<file path="src/stop_pulse_pkg.sv">
// Constants shared by the pulse output and precise stop logic.
// Assumes a 100 MHz system clock; out_freq_in and freq_max_in in 0.01 Hz, pulse full scale and pulse frequency in Hz.
package stop_pulse_pkg;
   localparam int CLK_HZ       = 100_000_000;
   localparam int HALF_CLK_HZ  = CLK_HZ / 2;
   localparam int COMP_UNIT_MS = 1;
   localparam int CYC_PER_MS   = CLK_HZ / 1000 * COMP_UNIT_MS;

   localparam logic [5:0] FN_STATUS_LAST = 6'h14;
   localparam logic [5:0] FN_PULSE_REF   = 6'h15;
   localparam logic [5:0] FN_STATUS2_END = 6'h19;
   localparam logic [5:0] FN_PULSE_FB    = 6'h1A;
   localparam logic [5:0] FN_OUTFREQ     = 6'h1B;
   localparam logic [5:0] FN_CURRENT     = 6'h1C;
   localparam logic [5:0] FN_POWER       = 6'h1D;
   localparam logic [5:0] FN_TEMP        = 6'h1E;
   localparam logic [5:0] FN_CTRL_BIT    = 6'h1F;
   localparam logic [5:0] FN_SLEEP       = 6'h20;

   localparam int         CTRL_BIT_POS   = 12;
   localparam logic [13:0] FS_MIN_HZ     = 14'h0096;
   localparam logic [13:0] FS_MAX_HZ     = 14'h2710;
   localparam logic [13:0] FS_DEFAULT_HZ = 14'h1388;
   localparam logic [13:0] FREQ_FLOOR_HZ = 14'h0010;
   localparam logic [23:0] SLEEP_CHZ     = 24'h00000A;
   localparam logic [24:0] TEMP_LO_C     = 25'h0000014;
   localparam logic [24:0] TEMP_HI_C     = 25'h0000064;

   localparam logic [19:0] PRESET_MAX     = 20'hF423F;
   localparam logic [19:0] PRESET_DEFAULT = 20'h186A0;
   localparam logic [6:0]  COMP_MS_MAX    = 7'h64;
   localparam logic [6:0]  COMP_MS_DEFAULT = 7'h0A;
   localparam int          PULSE_IN_MAX_HZ = 67_600;

   typedef enum logic [2:0] {
      SM_RAMP          = 3'b000,
      SM_COUNT_CLEAR   = 3'b001,
      SM_COUNT_CARRY   = 3'b010,
      SM_VEL_HALT      = 3'b011,
      SM_VEL_COUNT_CLR = 3'b100,
      SM_VEL_COUNT_CRY = 3'b101
   } stop_mode_t;

   typedef enum logic [1:0] {
      ST_IDLE  = 2'b00,
      ST_RUN   = 2'b01,
      ST_DELAY = 2'b10,
      ST_RAMP  = 2'b11
   } stop_state_t;
endpackage : stop_pulse_pkg
</file>
<file path="src/pulse_nco.sv">
// Square wave generator whose frequency in Hz is given directly.
// Assumes freq_in is far below half the system clock.
`timescale 1ns/1ps
module pulse_nco
   import stop_pulse_pkg::*;
(
   input  wire logic        sys_clk_in,
   input  wire logic        rst_in,
   input  wire logic        enable_in,
   input  wire logic [13:0] freq_in,
   output logic             wave_out
);
   logic [25:0] acc_reg, acc_next;
   logic        wave_reg, wave_next;
   logic [25:0] sum;

   always_comb begin
      sum       = acc_reg + {12'h000, freq_in};
      acc_next  = sum;
      wave_next = wave_reg;
      if (!enable_in) begin
         acc_next  = '0;
         wave_next = 1'b0;
      end else if (sum >= 26'(HALF_CLK_HZ)) begin
         acc_next  = sum - 26'(HALF_CLK_HZ);
         wave_next = !wave_reg;
      end
   end

   always_ff @(posedge sys_clk_in) begin
      if (rst_in) begin
         acc_reg  <= '0;
         wave_reg <= 1'b0;
      end else begin
         acc_reg  <= acc_next;
         wave_reg <= wave_next;
      end
   end

   assign wave_out = wave_reg;
endmodule : pulse_nco

</file>
<file path="src/pulse_output_and_counter_stop.sv">
// Digital/pulse output selector and precise stop counter unit.
// Assumes all inputs synchronous to sys_clk_in; out_freq_in and freq_max_in in 0.01 Hz, pulse full scale and pulse frequency in Hz.
`timescale 1ns/1ps
module pulse_output_and_counter_stop (
   input  wire logic               sys_clk_in,
   input  wire logic               rst_in,
   input  wire logic [5:0]         out_func_sel_in,
   input  wire logic [13:0]        pulse_output_full_scale_in,
   input  wire logic [25:0]        status_cond_in,
   input  wire logic [15:0]        ctrl_word_in,
   input  wire logic signed [23:0] ref_in,
   input  wire logic signed [23:0] ref_min_in,
   input  wire logic signed [23:0] ref_max_in,
   input  wire logic signed [23:0] fb_in,
   input  wire logic signed [23:0] fb_min_in,
   input  wire logic signed [23:0] fb_max_in,
   input  wire logic [23:0]        out_freq_in,
   input  wire logic [23:0]        freq_max_in,
   input  wire logic [23:0]        current_in,
   input  wire logic [23:0]        inv_current_in,
   input  wire logic [23:0]        power_in,
   input  wire logic [23:0]        motor_power_in,
   input  wire logic [7:0]         heatsink_temp_in,
   input  wire stop_pulse_pkg::stop_mode_t stop_mode_in,
   input  wire logic               start_in,
   input  wire logic               count_pulse_in,
   input  wire logic [19:0]        preset_count_in,
   input  wire logic [6:0]         comp_delay_ms_in,
   input  wire logic               standstill_in,
   output logic                    do46_out,
   output logic                    halt_out,
   output logic [19:0]             pulse_count_out,
   output logic [13:0]             pulse_freq_out
);
   import stop_pulse_pkg::*;

   // Pulse output: range selection and scaling
   logic signed [24:0] qx, qlo, qhi, off, span;
   logic               pulse_mode;
   logic [13:0]        fs;
   logic [39:0]        sc_num, sc_den, sc_quot;
   logic               sc_busy, sc_done, cond_bit;
   logic [13:0]        freq_reg, freq_next;
   logic               do46_reg, do46_next, wave;

   always_comb begin
      fs = pulse_output_full_scale_in;
      if (fs < FS_MIN_HZ) fs = FS_MIN_HZ;
      if (fs > FS_MAX_HZ) fs = FS_MAX_HZ;
      qx  = '0;
      qlo = '0;
      qhi = 25'sd1;
      pulse_mode = 1'b1;
      unique case (out_func_sel_in)
         FN_PULSE_REF: begin
            qx  = 25'(ref_in);
            qlo = 25'(ref_min_in);
            qhi = 25'(ref_max_in);
         end
         FN_PULSE_FB: begin
            qx  = 25'(fb_in);
            qlo = 25'(fb_min_in);
            qhi = 25'(fb_max_in);
         end
         FN_OUTFREQ: begin
            qx  = {1'b0, out_freq_in};
            qhi = {1'b0, freq_max_in};
         end
         FN_CURRENT: begin
            qx  = {1'b0, current_in};
            qhi = {1'b0, inv_current_in};
         end
         FN_POWER: begin
            qx  = {1'b0, power_in};
            qhi = {1'b0, motor_power_in};
         end
         FN_TEMP: begin
            qx  = {17'h00000, heatsink_temp_in};
            qlo = TEMP_LO_C;
            qhi = TEMP_HI_C;
         end
         default: pulse_mode = 1'b0;
      endcase
      off  = qx - qlo;
      span = qhi - qlo;
      // Endpoints clamp by passing through the divider with a divisor of one; inside the range divide
      if (off <= 0 || span <= 0) begin
         sc_num = '0;
         sc_den = 40'h1;
      end else if (off >= span) begin
         sc_num = {26'h0, fs};
         sc_den = 40'h1;
      end else begin
         sc_num = 40'(off) * {26'h0, fs};
         sc_den = 40'(span);
      end
   end

   seq_divider #(.WIDTH(40)) scale_div (
      .sys_clk_in (sys_clk_in),
      .rst_in     (rst_in),
      .start_in   (!sc_busy),
      .num_in     (sc_num),
      .den_in     (sc_den),
      .busy_out   (sc_busy),
      .done_out   (sc_done),
      .quot_out   (sc_quot)
   );

   always_comb begin
      freq_next = freq_reg;
      if (sc_done) begin
         freq_next = sc_quot[13:0];
         if (sc_quot[13:0] < FREQ_FLOOR_HZ) freq_next = FREQ_FLOOR_HZ;
      end
   end

   pulse_nco nco (
      .sys_clk_in (sys_clk_in),
      .rst_in     (rst_in),
      .enable_in  (pulse_mode),
      .freq_in    (freq_reg),
      .wave_out   (wave)
   );

   always_comb begin
      cond_bit = 1'b0;
      if (out_func_sel_in <= FN_STATUS_LAST ||
          (out_func_sel_in > FN_PULSE_REF &&
           out_func_sel_in <= FN_STATUS2_END))
         cond_bit = status_cond_in[out_func_sel_in[4:0]];
      else if (out_func_sel_in == FN_CTRL_BIT)
         cond_bit = ctrl_word_in[CTRL_BIT_POS];
      else if (out_func_sel_in == FN_SLEEP)
         cond_bit = out_freq_in < SLEEP_CHZ;
      do46_next = pulse_mode ? wave : cond_bit;
   end

   // Precise stop unit
   stop_state_t state_reg, state_next;
   logic [19:0] count_reg, count_next, target_reg, target_next;
   logic [19:0] ramp_reg, ramp_next, carry_reg, carry_next, preset;
   logic [23:0] dly_reg, dly_next, dly_q_reg, dly_q_next, tsys;
   logic [47:0] dl_num, dl_den, dl_quot;
   logic        dl_busy, dl_done, halt_reg, halt_next;
   logic        pin_prev_reg, start_prev_reg, pin_edge, start_edge;
   logic        is_count, is_comp, clears, trigger;
   logic [6:0]  comp_ms;

   always_comb begin
      is_count = stop_mode_in inside {SM_COUNT_CLEAR, SM_COUNT_CARRY,
                                      SM_VEL_COUNT_CLR, SM_VEL_COUNT_CRY};
      is_comp  = stop_mode_in inside {SM_VEL_HALT, SM_VEL_COUNT_CLR,
                                      SM_VEL_COUNT_CRY};
      clears   = stop_mode_in inside {SM_COUNT_CLEAR, SM_VEL_COUNT_CLR};
      preset   = preset_count_in > PRESET_MAX ? PRESET_MAX
                                              : preset_count_in;
      comp_ms  = comp_delay_ms_in > COMP_MS_MAX ? COMP_MS_MAX
                                                : comp_delay_ms_in;
      tsys     = 24'(comp_ms * CYC_PER_MS);
      // Delay so that v*(d+Tsys) equals fmax*Tsys
      if (out_freq_in >= freq_max_in) begin
         dl_num = '0;
      end else begin
         dl_num = 48'(freq_max_in - out_freq_in) * {24'h0, tsys};
      end
      dl_den = out_freq_in == 24'h0 ? 48'h1 : {24'h0, out_freq_in};
      pin_edge   = count_pulse_in && !pin_prev_reg;
      start_edge = start_in && !start_prev_reg;
   end

   seq_divider #(.WIDTH(48)) delay_div (
      .sys_clk_in (sys_clk_in),
      .rst_in     (rst_in),
      .start_in   (!dl_busy),
      .num_in     (dl_num),
      .den_in     (dl_den),
      .busy_out   (dl_busy),
      .done_out   (dl_done),
      .quot_out   (dl_quot)
   );

   always_comb begin
      state_next  = state_reg;
      count_next  = count_reg;
      target_next = target_reg;
      ramp_next   = ramp_reg;
      carry_next  = carry_reg;
      dly_next    = dly_reg;
      dly_q_next  = dly_q_reg;
      if (dl_done)
         dly_q_next = |dl_quot[47:24] ? 24'hFFFFFF : dl_quot[23:0];
      trigger = !start_in || (is_count && count_reg >= target_reg);
      unique case (state_reg)
         ST_IDLE: begin
            if (start_edge) begin
               state_next  = ST_RUN;
               count_next  = '0;
               target_next = preset > carry_reg ? preset - carry_reg
                                                : '0;
            end
         end
         ST_RUN: begin
            if (pin_edge && count_reg != PRESET_MAX)
               count_next = count_reg + 1'b1;
            if (trigger) begin
               ramp_next = '0;
               if (is_comp) begin
                  state_next = ST_DELAY;
                  dly_next   = dly_q_reg;
               end else begin
                  state_next = ST_RAMP;
               end
            end
         end
         ST_DELAY: begin
            if (pin_edge) ramp_next = ramp_reg + 1'b1;
            if (dly_reg == '0) state_next = ST_RAMP;
            else dly_next = dly_reg - 1'b1;
         end
         ST_RAMP: begin
            if (pin_edge) ramp_next = ramp_reg + 1'b1;
            if (standstill_in) begin
               state_next = ST_IDLE;
               if (clears || !is_count)
                  carry_next = '0;
               else
                  carry_next = ramp_reg;
            end
         end
      endcase
      halt_next = state_next == ST_RAMP;
   end

   always_ff @(posedge sys_clk_in) begin
      if (rst_in) begin
         state_reg      <= ST_IDLE;
         count_reg      <= '0;
         target_reg     <= PRESET_DEFAULT;
         ramp_reg       <= '0;
         carry_reg      <= '0;
         dly_reg        <= '0;
         dly_q_reg      <= '0;
         halt_reg       <= 1'b0;
         pin_prev_reg   <= 1'b0;
         start_prev_reg <= 1'b0;
         freq_reg       <= FREQ_FLOOR_HZ;
         do46_reg       <= 1'b0;
      end else begin
         state_reg      <= state_next;
         count_reg      <= count_next;
         target_reg     <= target_next;
         ramp_reg       <= ramp_next;
         carry_reg      <= carry_next;
         dly_reg        <= dly_next;
         dly_q_reg      <= dly_q_next;
         halt_reg       <= halt_next;
         pin_prev_reg   <= count_pulse_in;
         start_prev_reg <= start_in;
         freq_reg       <= freq_next;
         do46_reg       <= do46_next;
      end
   end

   assign do46_out        = do46_reg;
   assign halt_out        = halt_reg;
   assign pulse_count_out = count_reg;
   assign pulse_freq_out  = freq_reg;
endmodule : pulse_output_and_counter_stop

</file>
<file path="src/seq_divider.sv">
// Restoring sequential divider, one quotient bit per clock.
// Assumes a nonzero divisor; operands are latched on start.
`timescale 1ns/1ps
module seq_divider #(
   parameter int WIDTH = 40
) (
   input  wire logic             sys_clk_in,
   input  wire logic             rst_in,
   input  wire logic             start_in,
   input  wire logic [WIDTH-1:0] num_in,
   input  wire logic [WIDTH-1:0] den_in,
   output logic                  busy_out,
   output logic                  done_out,
   output logic [WIDTH-1:0]      quot_out
);
   localparam int CW = $clog2(WIDTH + 1);
   logic [WIDTH:0]   rem_reg, rem_next;
   logic [WIDTH-1:0] quo_reg, quo_next, den_reg, den_next;
   logic [CW-1:0]    cnt_reg, cnt_next;
   logic             busy_reg, busy_next, done_reg, done_next;
   logic [WIDTH:0]   trial;

   always_comb begin
      rem_next  = rem_reg;
      quo_next  = quo_reg;
      den_next  = den_reg;
      cnt_next  = cnt_reg;
      busy_next = busy_reg;
      done_next = 1'b0;
      trial     = {rem_reg[WIDTH-1:0], quo_reg[WIDTH-1]};
      if (!busy_reg && start_in) begin
         rem_next  = '0;
         quo_next  = num_in;
         den_next  = den_in;
         cnt_next  = CW'(WIDTH);
         busy_next = 1'b1;
      end else if (busy_reg) begin
         if (trial >= {1'b0, den_reg}) begin
            rem_next = trial - {1'b0, den_reg};
            quo_next = {quo_reg[WIDTH-2:0], 1'b1};
         end else begin
            rem_next = trial;
            quo_next = {quo_reg[WIDTH-2:0], 1'b0};
         end
         cnt_next = cnt_reg - 1'b1;
         if (cnt_reg == CW'(1)) begin
            busy_next = 1'b0;
            done_next = 1'b1;
         end
      end
   end

   always_ff @(posedge sys_clk_in) begin
      if (rst_in) begin
         rem_reg  <= '0;
         quo_reg  <= '0;
         den_reg  <= '0;
         cnt_reg  <= '0;
         busy_reg <= 1'b0;
         done_reg <= 1'b0;
      end else begin
         rem_reg  <= rem_next;
         quo_reg  <= quo_next;
         den_reg  <= den_next;
         cnt_reg  <= cnt_next;
         busy_reg <= busy_next;
         done_reg <= done_next;
      end
   end

   assign busy_out = busy_reg;
   assign done_out = done_reg;
   assign quot_out = quo_reg;
endmodule : seq_divider

</file>
<file path="config.mk">
export PLATFORM = sky130hd
export DESIGN_NAME = pulse_output_and_counter_stop
export DESIGN_NICKNAME = d
export VERILOG_FILES = /design/src/stop_pulse_pkg.sv /design/src/pulse_nco.sv /design/src/pulse_output_and_counter_stop.sv /design/src/seq_divider.sv
export SDC_FILE = /design/constraint.sdc
export NUM_CORES = 2
export LEC_CHECK = 0
export ABC_AREA = 1
export ABC_CLOCK_PERIOD_IN_PS = 20600
export BUFFER_PORTS_ARGS = -buffer_cell sky130_fd_sc_hd__buf_2
export CORE_UTILIZATION = 44
export CTS_BUF_LIST = sky130_fd_sc_hd__clkbuf_16
export DETAILED_ROUTE_END_ITERATION = 12
export GPL_ROUTABILITY_DRIVEN = 0
export GPL_TIMING_DRIVEN = 0
export PLACE_DENSITY = 0.71
export SLEW_MARGIN = 20
export SYNTH_ARGS = -nofsm -noshare
export SYNTH_HDL_FRONTEND = slang
export SYNTH_HIERARCHICAL = 1
export SYNTH_SLANG_ARGS = --single-unit
</file>
<file path="constraint.sdc">
create_clock -name sys_clk_in -period 20.6 [get_ports sys_clk_in]
set_clock_uncertainty 0.2 [all_clocks]
set_input_delay 4.12 -clock sys_clk_in [delete_from_list [all_inputs] [get_ports sys_clk_in]]
set_output_delay 4.12 -clock sys_clk_in [all_outputs]
set_load 0.01 [all_outputs]
</file>
After elaboration in Yosys (flattened, before gate mapping)
Index checks and enable logic that the tools add are counted.

Register bits: 455. Input port bits: 393. Output and inout bits: 36. Logic and storage cells: 181.

Add/sub/neg operators: 13. Multiply operators: 3. Magnitude comparators: 19. Eq/ne operators: 26. Mux-type cells: 55. Bitwise gates (word level): 3. Reduce and logical (&&, ||, !) cells: 34.

Operators with widths (number): case mux 25 bit (6 select lines) (2); two-way mux 40 bit (6); two-way mux 48 bit (3); two-way mux 20 bit (7); two-way mux 24 bit (5); case mux 20 bit (2 select lines) (2); case mux 25 bit (3 select lines) (1); <= comparator 25 x 1 -> 1 bit (second input constant) (2); subtractor 25 bit (2); greater-or-equal comparator 49 x 48 -> 1 bit (1); zero test 24 bit (2); multiplier 48 x 19 -> 43 bit (1); case mux 24 bit (2 select lines) (1); subtractor 48 bit (1); == test 6 x 5 -> 1 bit (second input constant) (7); two-way mux 14 bit (3); greater-or-equal comparator 41 x 40 -> 1 bit (1); adder 20 x 1 -> 20 bit (second input constant) (2); multiplier 25 x 15 -> 40 bit (1); subtractor 40 bit (1); adder 26 x 14 -> 26 bit (1); greater-or-equal comparator 26 bit (second input constant) (1); two-way mux 26 bit (1); subtractor 26 bit (second input constant) (1); other kinds (48) (98).

Logic depth before layout (Yosys ltp)
Word-level depth: 8. Mapped depth: 51. Mapped depth without buffers: 50.

Modules after synthesis
The synthesis kept the hierarchy.

Modules (own cells, without submodules): pulse_output_and_counter_stop (instances 1, cells an instance 7014, area each 48657.9 µm², seq. area each 2962.8 µm²); seq_divider at delay_div (instances 1, cells an instance 1852, area each 10776.6 µm², seq. area each 3042.9 µm²); seq_divider at scale_div (instances 1, cells an instance 1452, area each 8690.8 µm², seq. area each 2562.5 µm²); pulse_nco (instances 1, cells an instance 577, area each 3185.6 µm², seq. area each 540.5 µm²).

Worst setup path after synthesis
No wires, ideal clock.

Kind: in2reg. Start: in comp_delay_ms_in[0]. End: reg delay_div.quo_reg[45], in the netlist delay_div/quot_out[45]. Library setup time: 110 ps. Arrival: 12993 ps. Data required time: 20290 ps. Setup slack: 7297 ps. Stages on the path: 42. Buffers on the path: 2. Cells stage by stage: o21ai_0 nand3_1 nand3_1 nand2_1 inv_1 clkbuf_1 ha_1 ha_1 ha_1 inv_1 fa_1 inv_1 ha_1 nand3_1 nand2_1 xor2_1 clkbuf_1 nand2_1 [... 6 more ...] inv_1 fa_1 inv_1 fa_1 inv_1 ha_1 nand2_1 nor2_1 inv_1 nor4_1 nand3_1 nand3_1 xor2_1 nor2_1 nand2_1 o211ai_1 nand2_1 inv_1.

Word-level cells in the longest chain between the ends: 6.

Ends and longest elaborated chain: from (decl) (line pulse_output_and_counter_stop.sv:28) `input wire logic [6:0] comp_delay_ms_in,`; greater-than comparator 7 bit (line pulse_output_and_counter_stop.sv:158) `comp_ms = comp_delay_ms_in > COMP_MS_MAX ? COMP_MS_MAX`; two-way mux 7 bit (*) (line pulse_output_and_counter_stop.sv:158); multiplier 7 x 12 -> 19 bit (*) (line pulse_output_and_counter_stop.sv:160) `tsys = 24'(comp_ms * CYC_PER_MS);`; multiplier 48 x 19 -> 43 bit (*) (line pulse_output_and_counter_stop.sv:165) `dl_num = 48'(freq_max_in - out_freq_in) * {24'h0, tsys};`; two-way mux 48 bit (*) (line pulse_output_and_counter_stop.sv:162) `if (out_freq_in >= freq_max_in) begin`; net dl_num[45] (line pulse_output_and_counter_stop.sv:144) `logic [47:0] dl_num, dl_den, dl_quot;`; two-way mux 48 bit (*) (line seq_divider.sv:31) `if (!busy_reg && start_in) begin`; to (signal assigned) (line seq_divider.sv:63) `quo_reg <= quo_next;`; to (decl) (line seq_divider.sv:18) `logic [WIDTH-1:0] quo_reg, quo_next, den_reg, den_next;`.

Mark *: on every way through the listed nets, which the timed path passes. The rest lies on a longest branch. A chain may end at the register's enable or synchronous reset.

Worst setup path in the final report
Start: in out_func_sel_in[5]. End: reg scale_div.quo_reg[33], in the netlist scale_div/quot_out[33].

Word-level cells in the longest chain between the ends: 7. Elaborated cells between the ends (all ways): 19. Those cells by class: add/sub (2); mul (1); order compare (3); eq/ne (6); mux (6); reduce/logical (1).

Ends and longest elaborated chain: from (decl) (line pulse_output_and_counter_stop.sv:7) `input wire logic [5:0] out_func_sel_in,`; == test 6 x 5 -> 1 bit (line pulse_output_and_counter_stop.sv:54) `unique case (out_func_sel_in)`; case mux 25 bit (6 select lines) or case mux 25 bit (3 select lines) (tied branches) (line pulse_output_and_counter_stop.sv:54); subtractor 25 bit (on tied branches) (line pulse_output_and_counter_stop.sv:84, pulse_output_and_counter_stop.sv:85); multiplier 25 x 15 -> 40 bit, or another cell as far along (line pulse_output_and_counter_stop.sv:94) `sc_num = 40'(off) * {26'h0, fs};`; two-way mux 40 bit or logical OR 1 bit (tied branches) (line pulse_output_and_counter_stop.sv:90, pulse_output_and_counter_stop.sv:87); two-way mux 40 bit (*) (line pulse_output_and_counter_stop.sv:87) `if (off <= 0 || span <= 0) begin`; net sc_num[33] (line pulse_output_and_counter_stop.sv:41) `logic [39:0] sc_num, sc_den, sc_quot;`; two-way mux 40 bit (*) (line seq_divider.sv:31); to (signal assigned) (line seq_divider.sv:63); to (decl) (line seq_divider.sv:18).

Marks and branches as above.

==> run summary <==
Max stage delay on crit path = 860 ps
Layout Nets = 13100
Die Wd = 405 um
Later-pin clock latency in the skew report = 700 ps
Kind of cell adding the most delay to the critical path = adder cells
Num rows = 147
Post-CTS setup buffers = 0
CP Launch Type = input port
# clock sinks = 455
WP data arrival = 16470 ps
CTS Hold Buffers Added = 0
Synth top area share = 22.5%
Worst Setup Path Type = in -> reg
Initial DRC Count = 8314
Number of nets still failing antenna checks after routing = 0
Num ports = 429
Initial antenna violation count = 53
Ys async rst share = 0%
Vias per inst = 5.49
Worst slack at placement = 4490 ps
Fin Setup TNS = 0 ps
Clock Path Buffers = 3
First-pass GRT wire length = 427000 um
Post-CTS sizing = 0
Seq/Total Area, Yosys = 12.8%
Worst Max-Slew Pin Slew = 1330 ps
Hold crit path type = reg -> reg
DPL Wire Length = 231000 um
Fmax = 62.3 MHz
Root Driver = clkbuf_16
Total GRT Usage = 34.3%
Post-synth top flop = dfxtp_1
Area added between synthesis and finish = 9.90%
Crit path time final = 16060 ps
Setup crit end kind = register
Die H = 405 um
Via count = 75000
Final max-slew violation count = 0
Yosys warning total = 6
Slew headroom = 10.7%
Max_cap viols = 0
EDFF count, synth = 0
Number of global-route vias before repair = 72800
CTS Buf Count = 55
Largest net degree at the start of global routing = 19
Status = completed
# DRC = 0
Final setup fails = 0
Top cells by area, synth = fa_1 23%, nand2_1 16%, dfxtp_1 13%, inv_1 12%, ha_1 8.4%
Area leader, netlist = fa_1
Drt pass-1 iters = 12
Core region area = 161000 um^2
Synth Register Bits = 455
Mapped Avg Cell Area = 6.55 um^2
Tcrit/Tclk final = 78.0%
Worst Path Buf+Inv = 11
Synth cell types = 71
Cells after synthesis = 10900
Initial Utilization = 44.4%
Final worst-path setup slack = 4540 ps
H-tree depth = 2
Port bufs = 412
Crit Path Max Fanout = 10
DRT Wirelength = 280000 um
Post-Syn Area = 71300 um^2
CP Data Required Time = 21010 ps
Worst path slowest cell = xnor2_1
Grt ovf = 0
Final Hold Violating Endpoints = 0
Clock slew seen by the registers of the worst setup and hold paths = 60 ps
Share of cells above drive strength 1 = 6.80%
WL/cell = 20.5 um
RSZ-0062 raised after global routing = false
Die ar. = 164000 um^2
CTS tree = yes
-- per-layer routing --
layer | share of wire (%) | track usage, % | vias to the layer above
met1 | 37 | 39.5 | 34900
met5 | 0.22 | 0.981 | -
met3 | 15 | 16.5 | 1208
met2 | 41 | 50.2 | 4437
li1 | - | - | 34500
met4 | 8.0 | 22.5 | 47
-- Yosys cell counts, types with 61 or more instances --
library cell	instances
nand2_1	3031
inv_1	2222
nor2_1	1019
fa_1	803
nand3_1	601
a21oi_1	574
ha_1	478
dfxtp_1	455
o21ai_0	318
clkbuf_1	253
nand4_1	118
xnor2_1	100
nand3b_1	89
xor2_1	87
a31oi_1	62
nor3_1	61
-- cells in the final DEF (no fill, tap or decap), types with 35 or more instances in the layout --
cell type,instances
o22ai_1,35
a31oi_1,62
a21oi_1,574
a221oi_1,41
ha_1,478
nand2_1,3030
clkbuf_16,55
conb_1,45
nor3_1,59
nand4_1,118
nand3b_1,89
fa_1,803
nand3_1,601
xnor2_1,98
clkinv_1,37
o21ai_0,317
clkbuf_1,240
xor2_1,87
diode_2,46
buf_2,463
a22o_1,40
dfxtp_1,455
nor2_2,36
inv_1,2230
or2_2,35
nor2_1,1015
-- path summary, 6_finish.rpt --
| path | depth (start not counted) | slack, ps | end | start |
|---|---|---|---|---|
| worst min register to register | 2 | 260 | delay_div/den_reg[31]$_SDFFE_PP0P_ | delay_div/den_reg[31]$_SDFFE_PP0P_ |
| worst max-delay path | 43 | 4540 | scale_div/quot_out[33]$_SDFFE_PP0P_ | out_func_sel_in[5] |
| worst min-delay path | 2 | 260 | delay_div/den_reg[31]$_SDFFE_PP0P_ | delay_div/den_reg[31]$_SDFFE_PP0P_ |
| worst max register to register | 18 | 17070 | nco/acc_reg[7]$_SDFF_PP0_ | pulse_freq_out[0]$_SDFFE_PP0P_ |
-- per-stage QoR --
step           utilization (%)  hold WS (ps)  std cells  area [um^2]
2_1_floorplan                -           232      10900        71500
3_3_place_gp              47.4           249      13500        76200
3_5_place_dp              47.5           252      13500        76300
4_1_cts                   48.7           260      13600        78200
5_1_grt                   48.7           278      13600        78300
6_report                  48.8           263      13700        78400
-- final cells by class --
type                       count  area [um^2]
timing repair buffer         416         2100
clock buffer                  55         1380
clock inverter                44          531
tap                         2160         2700
inverter                    2277         8550
fill                       16300        82400
buffer                       351         1580
antenna                       46          115
sequential                   455         9110
multi-input combinational   7856        52300
-- worst reg2reg max path, stage by stage (launching register included) --
cell and delay (ps):
dfxtp_1 370, ha_1 300, fa_1 430, nand3_1 150, nand3_2 120, nand3_1 170
nor2_1 60, nor2_1 180, nand2_1 100, nand2_1 70, nand2_1 120, nor2_4 140
nand2_2 100, nor2_4 140, nand3_2 180, nand3_4 210, buf_8 170, o21ai_1 60
nor2_1 170
-- logic make-up (layout without fill, tap and decap cells) --
kind of cell	Yosys count	after routing	share of synthesized area (%)
compound gates	1236	1236	9.94
xor+xnor	193	193	2.45
fa+ha+maj	1281	1281	30.9
buf+inv	2628	3143	14.2
flops	455	455	12.8
other cells	1	91	0.00526
simple gates	5101	5101	29.7
Power is not shown: default switching activity piles up to over one toggle a cycle in this logic, so the estimate is an artifact.
